## src/rtl/rad_pkg.sv

```systemverilog
/*
 * Constants and types for the reset address decoder: default processor
 * map windows, target codes, limits on programmed windows.
 * Assumes a 32-bit processor address and one system clock.
 */
package rad_pkg;

    localparam int AW = 32;
    localparam int DEF_N = 4;
    localparam int PROG_N = 4;
    localparam int WIN_N = DEF_N + PROG_N;
    localparam int IDX_W = 2;
    localparam int TGT_N = 8;

    // Decode targets; index into the chip select vector
    typedef enum logic [2:0] {
        RAD_TGT_NONE = 3'h0,
        RAD_TGT_PCI_IO = 3'h1,
        RAD_TGT_MEM_CTRL = 3'h2,
        RAD_TGT_HOST_BRIDGE = 3'h3,
        RAD_TGT_FLASH_A = 3'h4,
        RAD_TGT_FLASH_B = 3'h5,
        RAD_TGT_PCI_MEM = 3'h6,
        RAD_TGT_DRAM = 3'h7
    } rad_tgt_t;

    // Which map drives the decode
    typedef enum logic {
        RAD_MAP_DEFAULT = 1'b0,
        RAD_MAP_PROG = 1'b1
    } rad_map_t;

    // Default map windows, inclusive bounds, slot order is priority order
    localparam logic [AW-1:0] DEF_LO [DEF_N] = '{
        32'h8000_0000, 32'hfef8_0000, 32'hfeff_0000, 32'hfff0_0000};
    localparam logic [AW-1:0] DEF_HI [DEF_N] = '{
        32'h8080_ffff, 32'hfef8_ffff, 32'hfeff_ffff, 32'hffff_ffff};
    localparam int DEF_SLOT_BOOT = 3;

    // Limits on programmed windows
    localparam logic [AW-1:0] FLASH_MAX_SPAN = 32'h00ff_ffff;
    localparam logic [AW-1:0] RAM_MAX_HI = 32'h7fff_ffff;
    localparam logic [AW-1:0] PCI_MEM_ALIGN = 32'h0fff_ffff;

    localparam logic [TGT_N-1:0] CS_ONE = 8'h01;
    localparam logic [TGT_N-1:0] CS_NONE = 8'h00;

endpackage : rad_pkg

```

## src/rtl/rad_win_if.sv

```systemverilog
/*
 * Carrier between the decoder top and one window comparator.
 * Assumes both ends sit in the system clock domain; purely combinational.
 */
`timescale 1ns/100ps
interface rad_win_if;
    logic [31:0] addr;
    logic [31:0] lo;
    logic [31:0] hi;
    logic [31:0] ofs;
    logic hit;

    modport win (input addr, input lo, input hi, output hit, output ofs);
    modport user (output addr, output lo, output hi, input hit, input ofs);
endinterface : rad_win_if

```

## src/rtl/rad_window_match.sv

```systemverilog
/*
 * One address window comparator: inclusive bounds, window-relative offset.
 * Assumes lo <= hi; the owner checks that before a window is enabled.
 */
`timescale 1ns/100ps
module rad_window_match (
    rad_win_if.win w // Window compare port
);

    // Inclusive range test and zero-based offset inside the window
    assign w.hit = (w.addr >= w.lo) && (w.addr <= w.hi);
    assign w.ofs = w.addr - w.lo;

endmodule : rad_window_match

```

## src/rtl/rad_top.sv

```systemverilog
/*
 * Processor-side address decoder of a host bridge and memory controller.
 * Applies the fixed default map after reset and a programmed window table
 * once software commits it. Assumes requests are synchronous to sys_clk
 * and that the programming strobes come from local configuration logic.
 */
// Summary of operation
// - Reset always loads the fixed default map; it stays until software commits a programmed map.
// - Default map follows the standard platform region layout.
// - Default decodes stay unchanged; only software commit replaces them.
// - Programmed flash windows at most 16MB; RAM windows below 2GB.
// - 8000_0000..8080_FFFF goes to zero-based PCI/ISA I/O window.
// - 64KB at FEF8_0000 selects the memory controller registers.
// - 64KB at FEFF_0000 selects the host bridge registers.
// - Top 1MB boots from flash A, or bank B when swap select set.
// - Addresses are 32-bit; dual address cycles are never generated.
// - PCI slave decoders are off after reset until software enables them.
`timescale 1ns/100ps
module rad_top (
    input wire logic sys_clk, // System clock, 125 MHz
    input wire logic rstn, // Asynchronous reset, active low
    input wire logic req_valid, // Processor access request
    input wire logic [rad_pkg::AW-1:0] req_addr, // Processor address
    input wire logic req_write, // Access is a write
    input wire logic boot_bank_swap_select, // Boot window to bank B
    input wire logic map_wr_en, // Write one programmed window
    input wire logic [rad_pkg::IDX_W-1:0] map_wr_idx, // Window slot
    input wire logic [rad_pkg::AW-1:0] map_wr_lo, // Window low bound
    input wire logic [rad_pkg::AW-1:0] map_wr_hi, // Window high bound
    input wire rad_pkg::rad_tgt_t map_wr_tgt, // Window target
    input wire logic map_wr_enable, // Window enable
    input wire logic map_commit, // Switch to programmed map
    input wire logic map_revert, // Return to default map
    input wire logic pci_slave_dec_wr, // Write PCI slave decode enable
    input wire logic pci_slave_dec_on, // New PCI slave decode enable
    output logic rsp_valid_ff, // Decode result valid, one cycle
    output rad_pkg::rad_tgt_t rsp_tgt_ff, // Decoded target
    output logic [rad_pkg::TGT_N-1:0] rsp_cs_ff, // One-hot chip selects
    output logic [rad_pkg::AW-1:0] rsp_ofs_ff, // Window-relative offset
    output logic rsp_write_ff, // Write flag of the access
    output logic rsp_miss_ff, // Access hit no window
    output logic map_prog_mode_ff, // Programmed map active
    output logic map_wr_err_ff, // Window write refused
    output logic pci_slave_dec_en_ff, // PCI slave decoders enabled
    output logic pci_dac_ff // Dual address cycle request
);
    import rad_pkg::*;

    ////////////////////////////////////////////////////////////////////////
    // Reset release

    logic rst_meta_ff;
    logic rst_sync_ff;

    // Two-stage release so the deassertion is clean
    always_ff @(posedge sys_clk or negedge rstn) begin
        if (!rstn) begin
            rst_meta_ff <= 1'b0;
            rst_sync_ff <= 1'b0;
        end else begin
            rst_meta_ff <= 1'b1;
            rst_sync_ff <= rst_meta_ff;
        end
    end

    ////////////////////////////////////////////////////////////////////////
    // Map mode state

    rad_map_t map_mode_ff;
    rad_map_t nxt_map_mode;

    // Only an explicit commit leaves the default map
    always_comb begin
        nxt_map_mode = map_mode_ff;
        unique case (map_mode_ff)
            RAD_MAP_DEFAULT: if (map_commit) nxt_map_mode = RAD_MAP_PROG;
            RAD_MAP_PROG: if (map_revert) nxt_map_mode = RAD_MAP_DEFAULT;
        endcase
    end

    // Reset forces the default map back in
    always_ff @(posedge sys_clk or negedge rst_sync_ff) begin
        if (!rst_sync_ff) begin
            map_mode_ff <= RAD_MAP_DEFAULT;
        end else begin
            map_mode_ff <= nxt_map_mode;
        end
    end

    wire prog_active = (map_mode_ff == RAD_MAP_PROG);

    ////////////////////////////////////////////////////////////////////////
    // Programmed window table

    logic [AW-1:0] prog_lo_ff [PROG_N];
    logic [AW-1:0] prog_hi_ff [PROG_N];
    rad_tgt_t prog_tgt_ff [PROG_N];
    logic [PROG_N-1:0] prog_en_ff;

    // Window legality; a refused write leaves the slot untouched
    wire [AW-1:0] wr_span = map_wr_hi - map_wr_lo;
    wire wr_is_flash = (map_wr_tgt == RAD_TGT_FLASH_A) || (map_wr_tgt == RAD_TGT_FLASH_B);
    wire wr_order_ok = map_wr_lo <= map_wr_hi;
    wire wr_flash_ok = !wr_is_flash || (wr_span <= FLASH_MAX_SPAN);
    wire wr_ram_ok = (map_wr_tgt != RAD_TGT_DRAM) || (map_wr_hi <= RAM_MAX_HI);
    wire wr_legal = wr_order_ok && wr_flash_ok && wr_ram_ok;
    wire wr_take = map_wr_en && wr_legal;

    // Table storage; disabled after reset so only the default map decodes
    always_ff @(posedge sys_clk or negedge rst_sync_ff) begin
        if (!rst_sync_ff) begin
            for (int k = 0; k < PROG_N; k++) begin
                prog_lo_ff[k] <= '0;
                prog_hi_ff[k] <= '0;
                prog_tgt_ff[k] <= RAD_TGT_NONE;
            end
            prog_en_ff <= '0;
        end else if (wr_take) begin
            prog_lo_ff[map_wr_idx] <= map_wr_lo;
            prog_hi_ff[map_wr_idx] <= map_wr_hi;
            prog_tgt_ff[map_wr_idx] <= map_wr_tgt;
            prog_en_ff[map_wr_idx] <= map_wr_enable;
        end
    end

    ////////////////////////////////////////////////////////////////////////
    // Window compare

    rad_win_if win [WIN_N] ();
    logic [WIN_N-1:0] win_ok;
    rad_tgt_t win_tgt [WIN_N];
    logic [AW-1:0] win_ofs [WIN_N];

    // Boot window bank follows the swap select level
    wire rad_tgt_t boot_tgt = boot_bank_swap_select ? RAD_TGT_FLASH_B : RAD_TGT_FLASH_A;

    // Default slots first, programmed slots after; each slot gated by mode
    for (genvar i = 0; i < WIN_N; i++) begin : g_win
        assign win[i].addr = req_addr;
        if (i < DEF_N) begin : g_def
            assign win[i].lo = DEF_LO[i];
            assign win[i].hi = DEF_HI[i];
            assign win_ok[i] = win[i].hit && !prog_active;
            if (i == DEF_SLOT_BOOT) begin : g_boot
                assign win_tgt[i] = boot_tgt;
            end else begin : g_reg
                assign win_tgt[i] = rad_tgt_t'(i + 1);
            end
        end else begin : g_prog
            assign win[i].lo = prog_lo_ff[i-DEF_N];
            assign win[i].hi = prog_hi_ff[i-DEF_N];
            assign win_ok[i] = win[i].hit && prog_active && prog_en_ff[i-DEF_N];
            assign win_tgt[i] = prog_tgt_ff[i-DEF_N];
        end
        assign win_ofs[i] = win[i].ofs;
        rad_window_match u_match (
            .w(win[i])
        );
    end

    ////////////////////////////////////////////////////////////////////////
    // Priority select; lowest slot wins on overlap

    logic sel_hit;
    rad_tgt_t sel_tgt;
    logic [AW-1:0] sel_ofs;

    // Gaps fall through with no target
    always_comb begin
        sel_hit = 1'b0;
        sel_tgt = RAD_TGT_NONE;
        sel_ofs = '0;
        for (int k = WIN_N - 1; k >= 0; k--) begin
            if (win_ok[k]) begin
                sel_hit = 1'b1;
                sel_tgt = win_tgt[k];
                sel_ofs = win_ofs[k];
            end
        end
    end

    wire take_hit = req_valid && sel_hit;
    wire [TGT_N-1:0] nxt_rsp_cs = take_hit ? (CS_ONE << sel_tgt) : CS_NONE;

    ////////////////////////////////////////////////////////////////////////
    // Response stage; one cycle after the request

    always_ff @(posedge sys_clk or negedge rst_sync_ff) begin
        if (!rst_sync_ff) begin
            rsp_valid_ff <= 1'b0;
            rsp_tgt_ff <= RAD_TGT_NONE;
            rsp_cs_ff <= CS_NONE;
            rsp_ofs_ff <= '0;
            rsp_write_ff <= 1'b0;
            rsp_miss_ff <= 1'b0;
        end else begin
            rsp_valid_ff <= req_valid;
            rsp_tgt_ff <= take_hit ? sel_tgt : RAD_TGT_NONE;
            rsp_cs_ff <= nxt_rsp_cs;
            rsp_ofs_ff <= take_hit ? sel_ofs : '0;
            rsp_write_ff <= req_valid && req_write;
            rsp_miss_ff <= req_valid && !sel_hit;
        end
    end

    ////////////////////////////////////////////////////////////////////////
    // Status flags

    // Decode enable for PCI slave side; off until software turns it on
    always_ff @(posedge sys_clk or negedge rst_sync_ff) begin
        if (!rst_sync_ff) begin
            pci_slave_dec_en_ff <= 1'b0;
            map_wr_err_ff <= 1'b0;
            map_prog_mode_ff <= 1'b0;
            pci_dac_ff <= 1'b0;
        end else begin
            if (pci_slave_dec_wr) pci_slave_dec_en_ff <= pci_slave_dec_on;
            map_wr_err_ff <= map_wr_en && !wr_legal;
            map_prog_mode_ff <= (nxt_map_mode == RAD_MAP_PROG);
            pci_dac_ff <= 1'b0; // addresses never exceed 32 bits
        end
    end

    wire def_req = req_valid && !prog_active;
endmodule : rad_top

```

## config.mk

```make
export PLATFORM = sky130hd
export DESIGN_NAME = rad_top
export DESIGN_NICKNAME = d
export VERILOG_FILES = /design/src/rtl/rad_pkg.sv /design/src/rtl/rad_win_if.sv /design/src/rtl/rad_window_match.sv /design/src/rtl/rad_top.sv
export SDC_FILE = /design/constraint.sdc
export NUM_CORES = 1
export LEC_CHECK = 0
export BUFFER_PORTS_ARGS = -buffer_cell sky130_fd_sc_hd__buf_2
export CAP_MARGIN = 30
export CORE_MARGIN = 2
export CORE_UTILIZATION = 45
export CTS_CLUSTER_SIZE = 10
export DETAILED_ROUTE_END_ITERATION = 8
export SYNTH_ARGS = -nofsm -noshare
export SYNTH_HDL_FRONTEND = slang
export SYNTH_SLANG_ARGS = --single-unit
```

## constraint.sdc

```tcl
create_clock -name sys_clk -period 26.1 [get_ports sys_clk]
set_input_delay 2.61 -clock sys_clk [delete_from_list [all_inputs] [get_ports sys_clk]]
set_output_delay 2.61 -clock sys_clk [all_outputs]
set_load 0.01 [all_outputs]
```

==> results of run 1 <==
[per-layer routing]
metal,wire length (um),GRT usage [%]
met2,38500,48.2
met5,13,0
met1,36600,39.2
met4,2490,9.30
met3,4860,3.48
[worst paths after layout]
kind / from / endpoint / slack, ns / depth (start not counted)
max: req_addr[0] / rsp_ofs_ff[28] / 17.99 / 17
min: rst_sync_ff / win[4].hi[28] / 0.31 / 0
max reg2reg: win[5].lo[0] / rsp_ofs_ff[28] / 20.38 / 15
min reg2reg: rst_sync_ff / win[4].hi[28] / 0.31 / 0
max in group asynchronous: rst_sync_ff / win[4].lo[21] / 23.32 / 4
min in group sys_clk: rst_meta_ff / rst_sync_ff / 0.36 / 0
[kinds of logic (layout without fill, tap and decap cells)]
kind of cell	Yosys count	after routing	share of synthesized area (%)
muxes	279	279	12.1
other	2	2	0.0304
and+or+nand+nor	525	525	10.8
AOI/OAI and AO/OA	690	690	18.5
DFF	323	323	32.7
buffers and inverters	399	578	6.35
adders and majority gates	301	301	15.4
xor gates and xnor gates	114	114	4.05
[where the power goes]
part           internal, mW  total (mW)  switching [mW]  leakage [nW]
clock network         0.327       0.555           0.227         0.625
logic                 0.498        1.21           0.713          8.88
registers             0.653       0.713          0.0602          3.87
[synthesized netlist by cell type (all sizes together) (8+ instances only)]
| library cell | count |
|---|---|
| o211ai | 19 |
| mux2 | 146 |
| inv | 331 |
| nand4 | 46 |
| clkbuf | 25 |
| a22oi | 13 |
| a221oi | 22 |
| xnor2 | 67 |
| or2 | 14 |
| a211oi | 34 |
| a21o | 96 |
| mux2i | 133 |
| dfrtp | 323 |
| buf | 42 |
| and2 | 11 |
| a2111oi | 11 |
| o21ai | 105 |
| and4 | 14 |
| o22ai | 8 |
| a21boi | 12 |
| o21bai | 18 |
| nor3 | 34 |
| nor2b | 30 |
| ha | 296 |
| nand3 | 38 |
| and3 | 39 |
| a211o | 10 |
| a21oi | 201 |
| a31oi | 32 |
| nand2b | 19 |
| nor2 | 111 |
| nand2 | 131 |
| o31ai | 9 |
| o21a | 31 |
| nor4 | 14 |
| xor2 | 47 |
[flip-flops by register name (all words and copies together) (netlist names)]
| register | cells |
|---|---|
| map_prog_mode_ff | 1 |
| map_wr_err_ff | 1 |
| pci_slave_dec_en_ff | 1 |
| prog_en_ff | 4 |
| prog_tgt_ff | 12 |
| rsp_cs_ff | 8 |
| rsp_miss_ff | 1 |
| rsp_ofs_ff | 32 |
| rsp_tgt_ff | 3 |
| rsp_valid_ff | 1 |
| rsp_write_ff | 1 |
| rst_meta_ff | 1 |
| rst_sync_ff | 1 |
| win.hi | 128 |
| win.lo | 128 |
[metrics by stage]
step,setup slack [ns],total power [mW]
floorplan,16.43,1.58
global placement,17.47,1.88
detailed placement,17.49,1.91
CTS,18.08,2.48
global route,17.92,2.66
finish,17.99,2.48
[area by class of cell]
class                      count  area [sq um]
clock inverter                 5          78.8
multi-input combinational   1911         15100
timing repair buffer         183          1070
fill                        5042         26400
inverter                     332          1250
tap                          696           871
sequential                   323          8090
clock buffer                  58          1200
==> results_dict.tcl, run 1 <==
set metrics [dict create \
    cts_tree "yes" \
    grt_pass1_wl_um 124000 \
    p_leak_nw 13.4 \
    core_region_area_sq_um 54000 \
    synth_seq_area_share_pct 32.7 \
    avgSynthCellArea_sq_um 9.37 \
    cts_resized 0 \
    grt_max_degree 75 \
    mostFrequentLayoutCells "331 x inv_1, 322 x dfrtp_1, 296 x ha_1" \
    cts_hold_buf 0 \
    io_buffers 160 \
    vias 21000 \
    max_cap_viol_count 0 \
    ioPinCount 162 \
    clk_pin_slew_ns 0.05 \
    arrival_ns 8.53 \
    cp_common_cell "inv_1" \
    rsz0062_at_grt "false" \
    cp_slowest_cell "a221oi_2" \
    netlist_instances 2633 \
    endpoint_kind "register" \
    yosys.area.top_type "dfrtp_1" \
    critical_path_required_ns 26.51 \
    min_period_ns 8.11 \
    grt_overflow 0 \
    status "complete, no violations" \
    dieArea_sq_um 56700 \
    hold_class "register to asynchronous set/reset pin" \
    syn-num-nets 3046 \
    grt_use_total_pct 28.9 \
    final_core_util_pct 51.2 \
    synthTopCellsByArea "dfrtp_1 33%, ha_1 15%, mux2_2 6.7%" \
    cts_buffers 41 \
    tns_ns 0 \
    drt-wirelength-per-cell_um 23.5 \
    vias_per_cell 5.98 \
    clock-sinks 323 \
    final_common_cell "inv_1" \
    relSlewSlack_pct 31.9 \
    synth_top_area_share_pct 32.7 \
    fin_cells 3508 \
    critPathKind "input port to register" \
    yosysWarnings 0 \
    clock_path_buffers 3 \
    clock-root-buffer "clkbuf_16" \
    ir_drop_uv 60.2 \
    drt_iter0_markers 1437 \
    dpl-instance-area_sq_um 26300 \
    die_w_um 238 \
    power_density_nw_per_um2 89.7 \
    firstDrtPassIters 7 \
    async_reset_ff_share_pct 100 \
    ys_ff_latch 323 \
    start_util_pct 45.7 \
    diodes 0 \
    whs_ns 0.315 \
    slowest_delay_ns 0.89 \
    skew_ns 0.0242 \
    wl_um 82500 \
    antenna_found_initial 1 \
    fin_nets 3205 \
    synth_enable_flop_cells 0 \
    finalHoldViolCount 0 \
    grt_pass1_vias 20900 \
    gp_congestion 0.942 \
    final_area_sq_um 27600 \
    path_cells "buf_2 -> inv_1 -> ha_1 -> inv_1 -> fa_1 -> a21o_1 -> a21oi_1 -> o211ai_1 -> o211ai_1 -> nand3b_1 -> a221oi_2 -> nor2_4 -> buf_16 -> nor2_1 -> inv_1 -> a221oi_1 -> a2111oi_0" \
    cp-start-kind "input port" \
    setup_viol 0 \
    die_h_um 238 \
    syn_area_sq_um 24700 \
    path_max_fanout 22 \
    path_delay_family "compound AO/OA/AOI/OAI gates" \
    dpl.hpwl_um 63600 \
    max_freq_mhz 123 \
    drive_gt1_share_pct 14.7 \
    worst_pin_slew_ns 1.02 \
    ant_nets 0 \
    area_growth_pct 12.0 \
    num_rows 85 \
    synth.distinct_cells 81 \
    fin_crit_sh_pct 31.1 \
    drv_slew 0 \
    cts-htree-levels 2 \
    post_cts_buffers 0 \
    drc_errors 0 \
    cp_num_buf_inv 5 \
    insertion_delay_ns 0.59 \
    ys.flop_type "dfrtp_1" \
    place_inst 3442 \
]
(Power assumes the default switching activity.)
==> inputs of run 2 (changes only) <==
--- a/config.mk
+++ b/config.mk
@@ -5,6 +5,7 @@
 export SDC_FILE = /design/constraint.sdc
 export NUM_CORES = 1
 export LEC_CHECK = 0
+export ABC_AREA = 1
 export BUFFER_PORTS_ARGS = -buffer_cell sky130_fd_sc_hd__buf_2
 export CAP_MARGIN = 30
 export CORE_MARGIN = 2
==> constraint.sdc (replaced) <==
create_clock -name sys_clk -period 8.3 [get_ports sys_clk]
set_input_delay 0.83 -clock sys_clk [delete_from_list [all_inputs] [get_ports sys_clk]]
set_output_delay 0.83 -clock sys_clk [all_outputs]
set_load 0.01 [all_outputs]
==> run 2 against run 1 <==
First-iteration DRC count grew 67%. Design area increased by 10%. Worst hold slack got worse by 0.28 ns. Setup slack got worse by 14 ns. Highest routed layer is now met4.
==> results_dict.tcl, run 2 <==
set metrics [dict create \
    status "complete, no violations" \
    final_common_cell "nand2_1" \
    insertion_delay_ns 0.59 \
    wl_um 103000 \
    grt_max_degree 219 \
    critical_path_required_ns 8.75 \
    swShare_pct 43.6 \
    dieArea_sq_um 63700 \
    ys_ff_latch 323 \
    finalPower_mw 7.51 \
    yosysMostFrequentCell "nand2_1" \
    dpl.hpwl_um 76700 \
    diodes 0 \
    gp_congestion 0.978 \
    antenna_found_initial 0 \
    cts_resized 0 \
    min_period_ns 4.71 \
    start_util_pct 45.2 \
    drv_slew 0 \
    cp-start-kind "input port" \
    syn_area_sq_um 27800 \
    clock-sinks 323 \
    netlist_instances 4053 \
    power_density_nw_per_um2 246 \
    drt-wirelength-per-cell_um 20.7 \
    synth_seq_area_share_pct 29.1 \
    io_buffers 160 \
    yosys-top-cells-count "1,229 x nand2_1, 561 x inv_1, 327 x nand4_1" \
    seqCellArea_sq_um 8090 \
    yosys.area.top_type "dfrtp_1" \
    worst_pin_slew_ns 1.15 \
    r2r_start "win[4].hi[31]" \
    met3_length_um 6300 \
    skew_ns 0.0304 \
    slowest_delay_ns 0.72 \
    clock-root-buffer "clkbuf_16" \
    final_area_sq_um 30500 \
    grt_overflow 0 \
    vias 28000 \
    grt_pass1_wl_um 158000 \
    cp_common_cell "nand2_1" \
    cts-htree-levels 2 \
    clk_pin_slew_ns 0.05 \
    clock_path_buffers 3 \
    yosysWarnings 0 \
    reg2reg_depth 15 \
    ant_nets 0 \
    core_region_area_sq_um 61400 \
    top_layer "met4" \
    route.met2.wl_um 48400 \
    p_leak_nw 16.2 \
    vias_per_cell 5.64 \
    setup_viol 0 \
    endpoint_kind "register" \
    fillers 6357 \
    dp_slack_ns 3.05 \
    p_comb_share_pct 46.3 \
    drive_gt1_share_pct 7.12 \
    rsz0062_at_grt "false" \
    ioPinCount 162 \
    r2r-end "rsp_cs_ff[1]" \
    dpl-instance-area_sq_um 29100 \
    area_growth_pct 9.95 \
    ir_drop_uv 171 \
    critPathKind "input port to register" \
    grt_use_total_pct 32.1 \
    mostFrequentLayoutCells "1,229 x nand2_1, 561 x inv_1, 327 x nand4_1" \
    drc_errors 0 \
    avgSynthCellArea_sq_um 6.85 \
    ys.flop_type "dfrtp_1" \
    tns_ns 0 \
    arrival_ns 5.16 \
    fin_nets 4559 \
    startpoint "map_wr_hi[0]" \
    synth_top_area_share_pct 29.1 \
    fin_crit_sh_pct 56.8 \
    async_reset_ff_share_pct 100 \
    setup_ws_ns 3.59 \
    num_rows 91 \
    clock_power_share_pct 24.5 \
    cp_slowest_cell "nand3_2" \
    max_cap_viol_count 0 \
    synth_enable_flop_cells 0 \
    post_cts_buffers 0 \
    path_max_fanout 44 \
    firstDrtPassIters 7 \
    die_w_um 252 \
    die_h_um 252 \
    finalHoldViolCount 0 \
    p_int_mw 4.23 \
    hold_class "input port to asynchronous set/reset pin" \
    switchingPower_mw 3.28 \
    drt_iter0_markers 2401 \
    cts_buffers 43 \
    syn-num-nets 4466 \
    synth.distinct_cells 53 \
    regToRegSetupSlack_ns 4.00 \
    final_core_util_pct 49.7 \
    path_cells "buf_2 -> inv_1 -> ha_1 -> fa_1 -> o21ai_1 -> a21oi_1 -> o21ai_0 -> nand3b_1 -> nand4_1 -> nand2_1 -> nor2_1 -> nand2_1 -> nor2_1 -> nor2_2 -> nor2_8 -> nand3_2 -> buf_4 -> nand2_1 -> nand2_1" \
    cts_hold_buf 0 \
    relSlewSlack_pct 23.4 \
    grt_pass1_vias 27000 \
    wl_met1_um 44500 \
    max_freq_mhz 212 \
    synthTopCellsByArea "dfrtp_1 29%, nand2_1 17%, ha_1 13%" \
    multi_input_area_sq_um 16800 \
    pwr-share-seq_pct 29.2 \
    cts_tree "yes" \
]
==> run 2: changes by cell type after synthesis, sizes merged, moves of 75 or more <==
cell   change
nand2   +1101
nand3    +118
nor2     +146
nand4    +281
a21oi     +75
mux2i    -133
inv      +234
mux2     -145
==> run 2: power by group through the flow <==
stage               registers (mW)  logic [mW]  clock network [mW]
floorplan                     2.17        2.47                   0
global placement              2.20        3.40                   0
detailed placement            2.21        3.42                   0
CTS                           2.19        3.44                1.86
global route                  2.24        3.93                1.92
finish                        2.19        3.48                1.84
==> run 2: stage by stage <==
stage / hold WS (ns) / cells
finish: 0.0395 / 4962
global route: 0.0218 / 4962
CTS: 0.0167 / 4961
detailed placement: 0.336 / 4890
global placement: 0.334 / 4887
floorplan: 0.331 / 4053
==> run 2: how the worst max path moves through the flow <==
stage               depth (start not counted)                to
global route                               22     win[7].hi[30]
floorplan                                   0  map_prog_mode_ff
finish                                     19     win[7].hi[26]
detailed placement                         19     win[7].lo[21]
CTS                                        19     win[7].lo[21]
global placement                           22     win[7].hi[26]
==> run 2: final cells by class <==
| type | instances | area share, % |
|---|---|---|
| clock buffer | 59 | 3.99 |
| sequential | 323 | 26.5 |
| clock inverter | 12 | 0.426 |
| tap | 790 | 3.24 |
| multi-input combinational | 3021 | 55.2 |
| timing repair buffer | 190 | 3.68 |
| inverter | 567 | 6.98 |
==> run 2: kinds of logic after synthesis <==
| family | count (synthesis) | synth area share (%) |
|---|---|---|
| compound gates | 584 | 11.8 |
| mux | 1 | 0.0406 |
| other cells | 2 | 0.0271 |
| xor+xnor | 91 | 2.87 |
| fa+ha+maj | 301 | 13.7 |
| simple gates | 2042 | 32.1 |
| flops | 323 | 29.1 |
| buf+inv | 709 | 10.3 |
==> run 2: worst max-delay path, delay by kind of cell <==
kind | cells | cell delay, ns
AOI/OAI and AO/OA | 3 | 0.78
adders and majority gates | 2 | 0.58
buffers and inverters | 3 | 0.75
and+or+nand+nor | 11 | 2.16
==> run 2: per-layer routing <==
layer	up-vias	GRT usage (%)
li1	13600	-
met3	168	3.56
met1	13300	42.9
met5	-	0
met4	0	10.2
met2	917	54.5
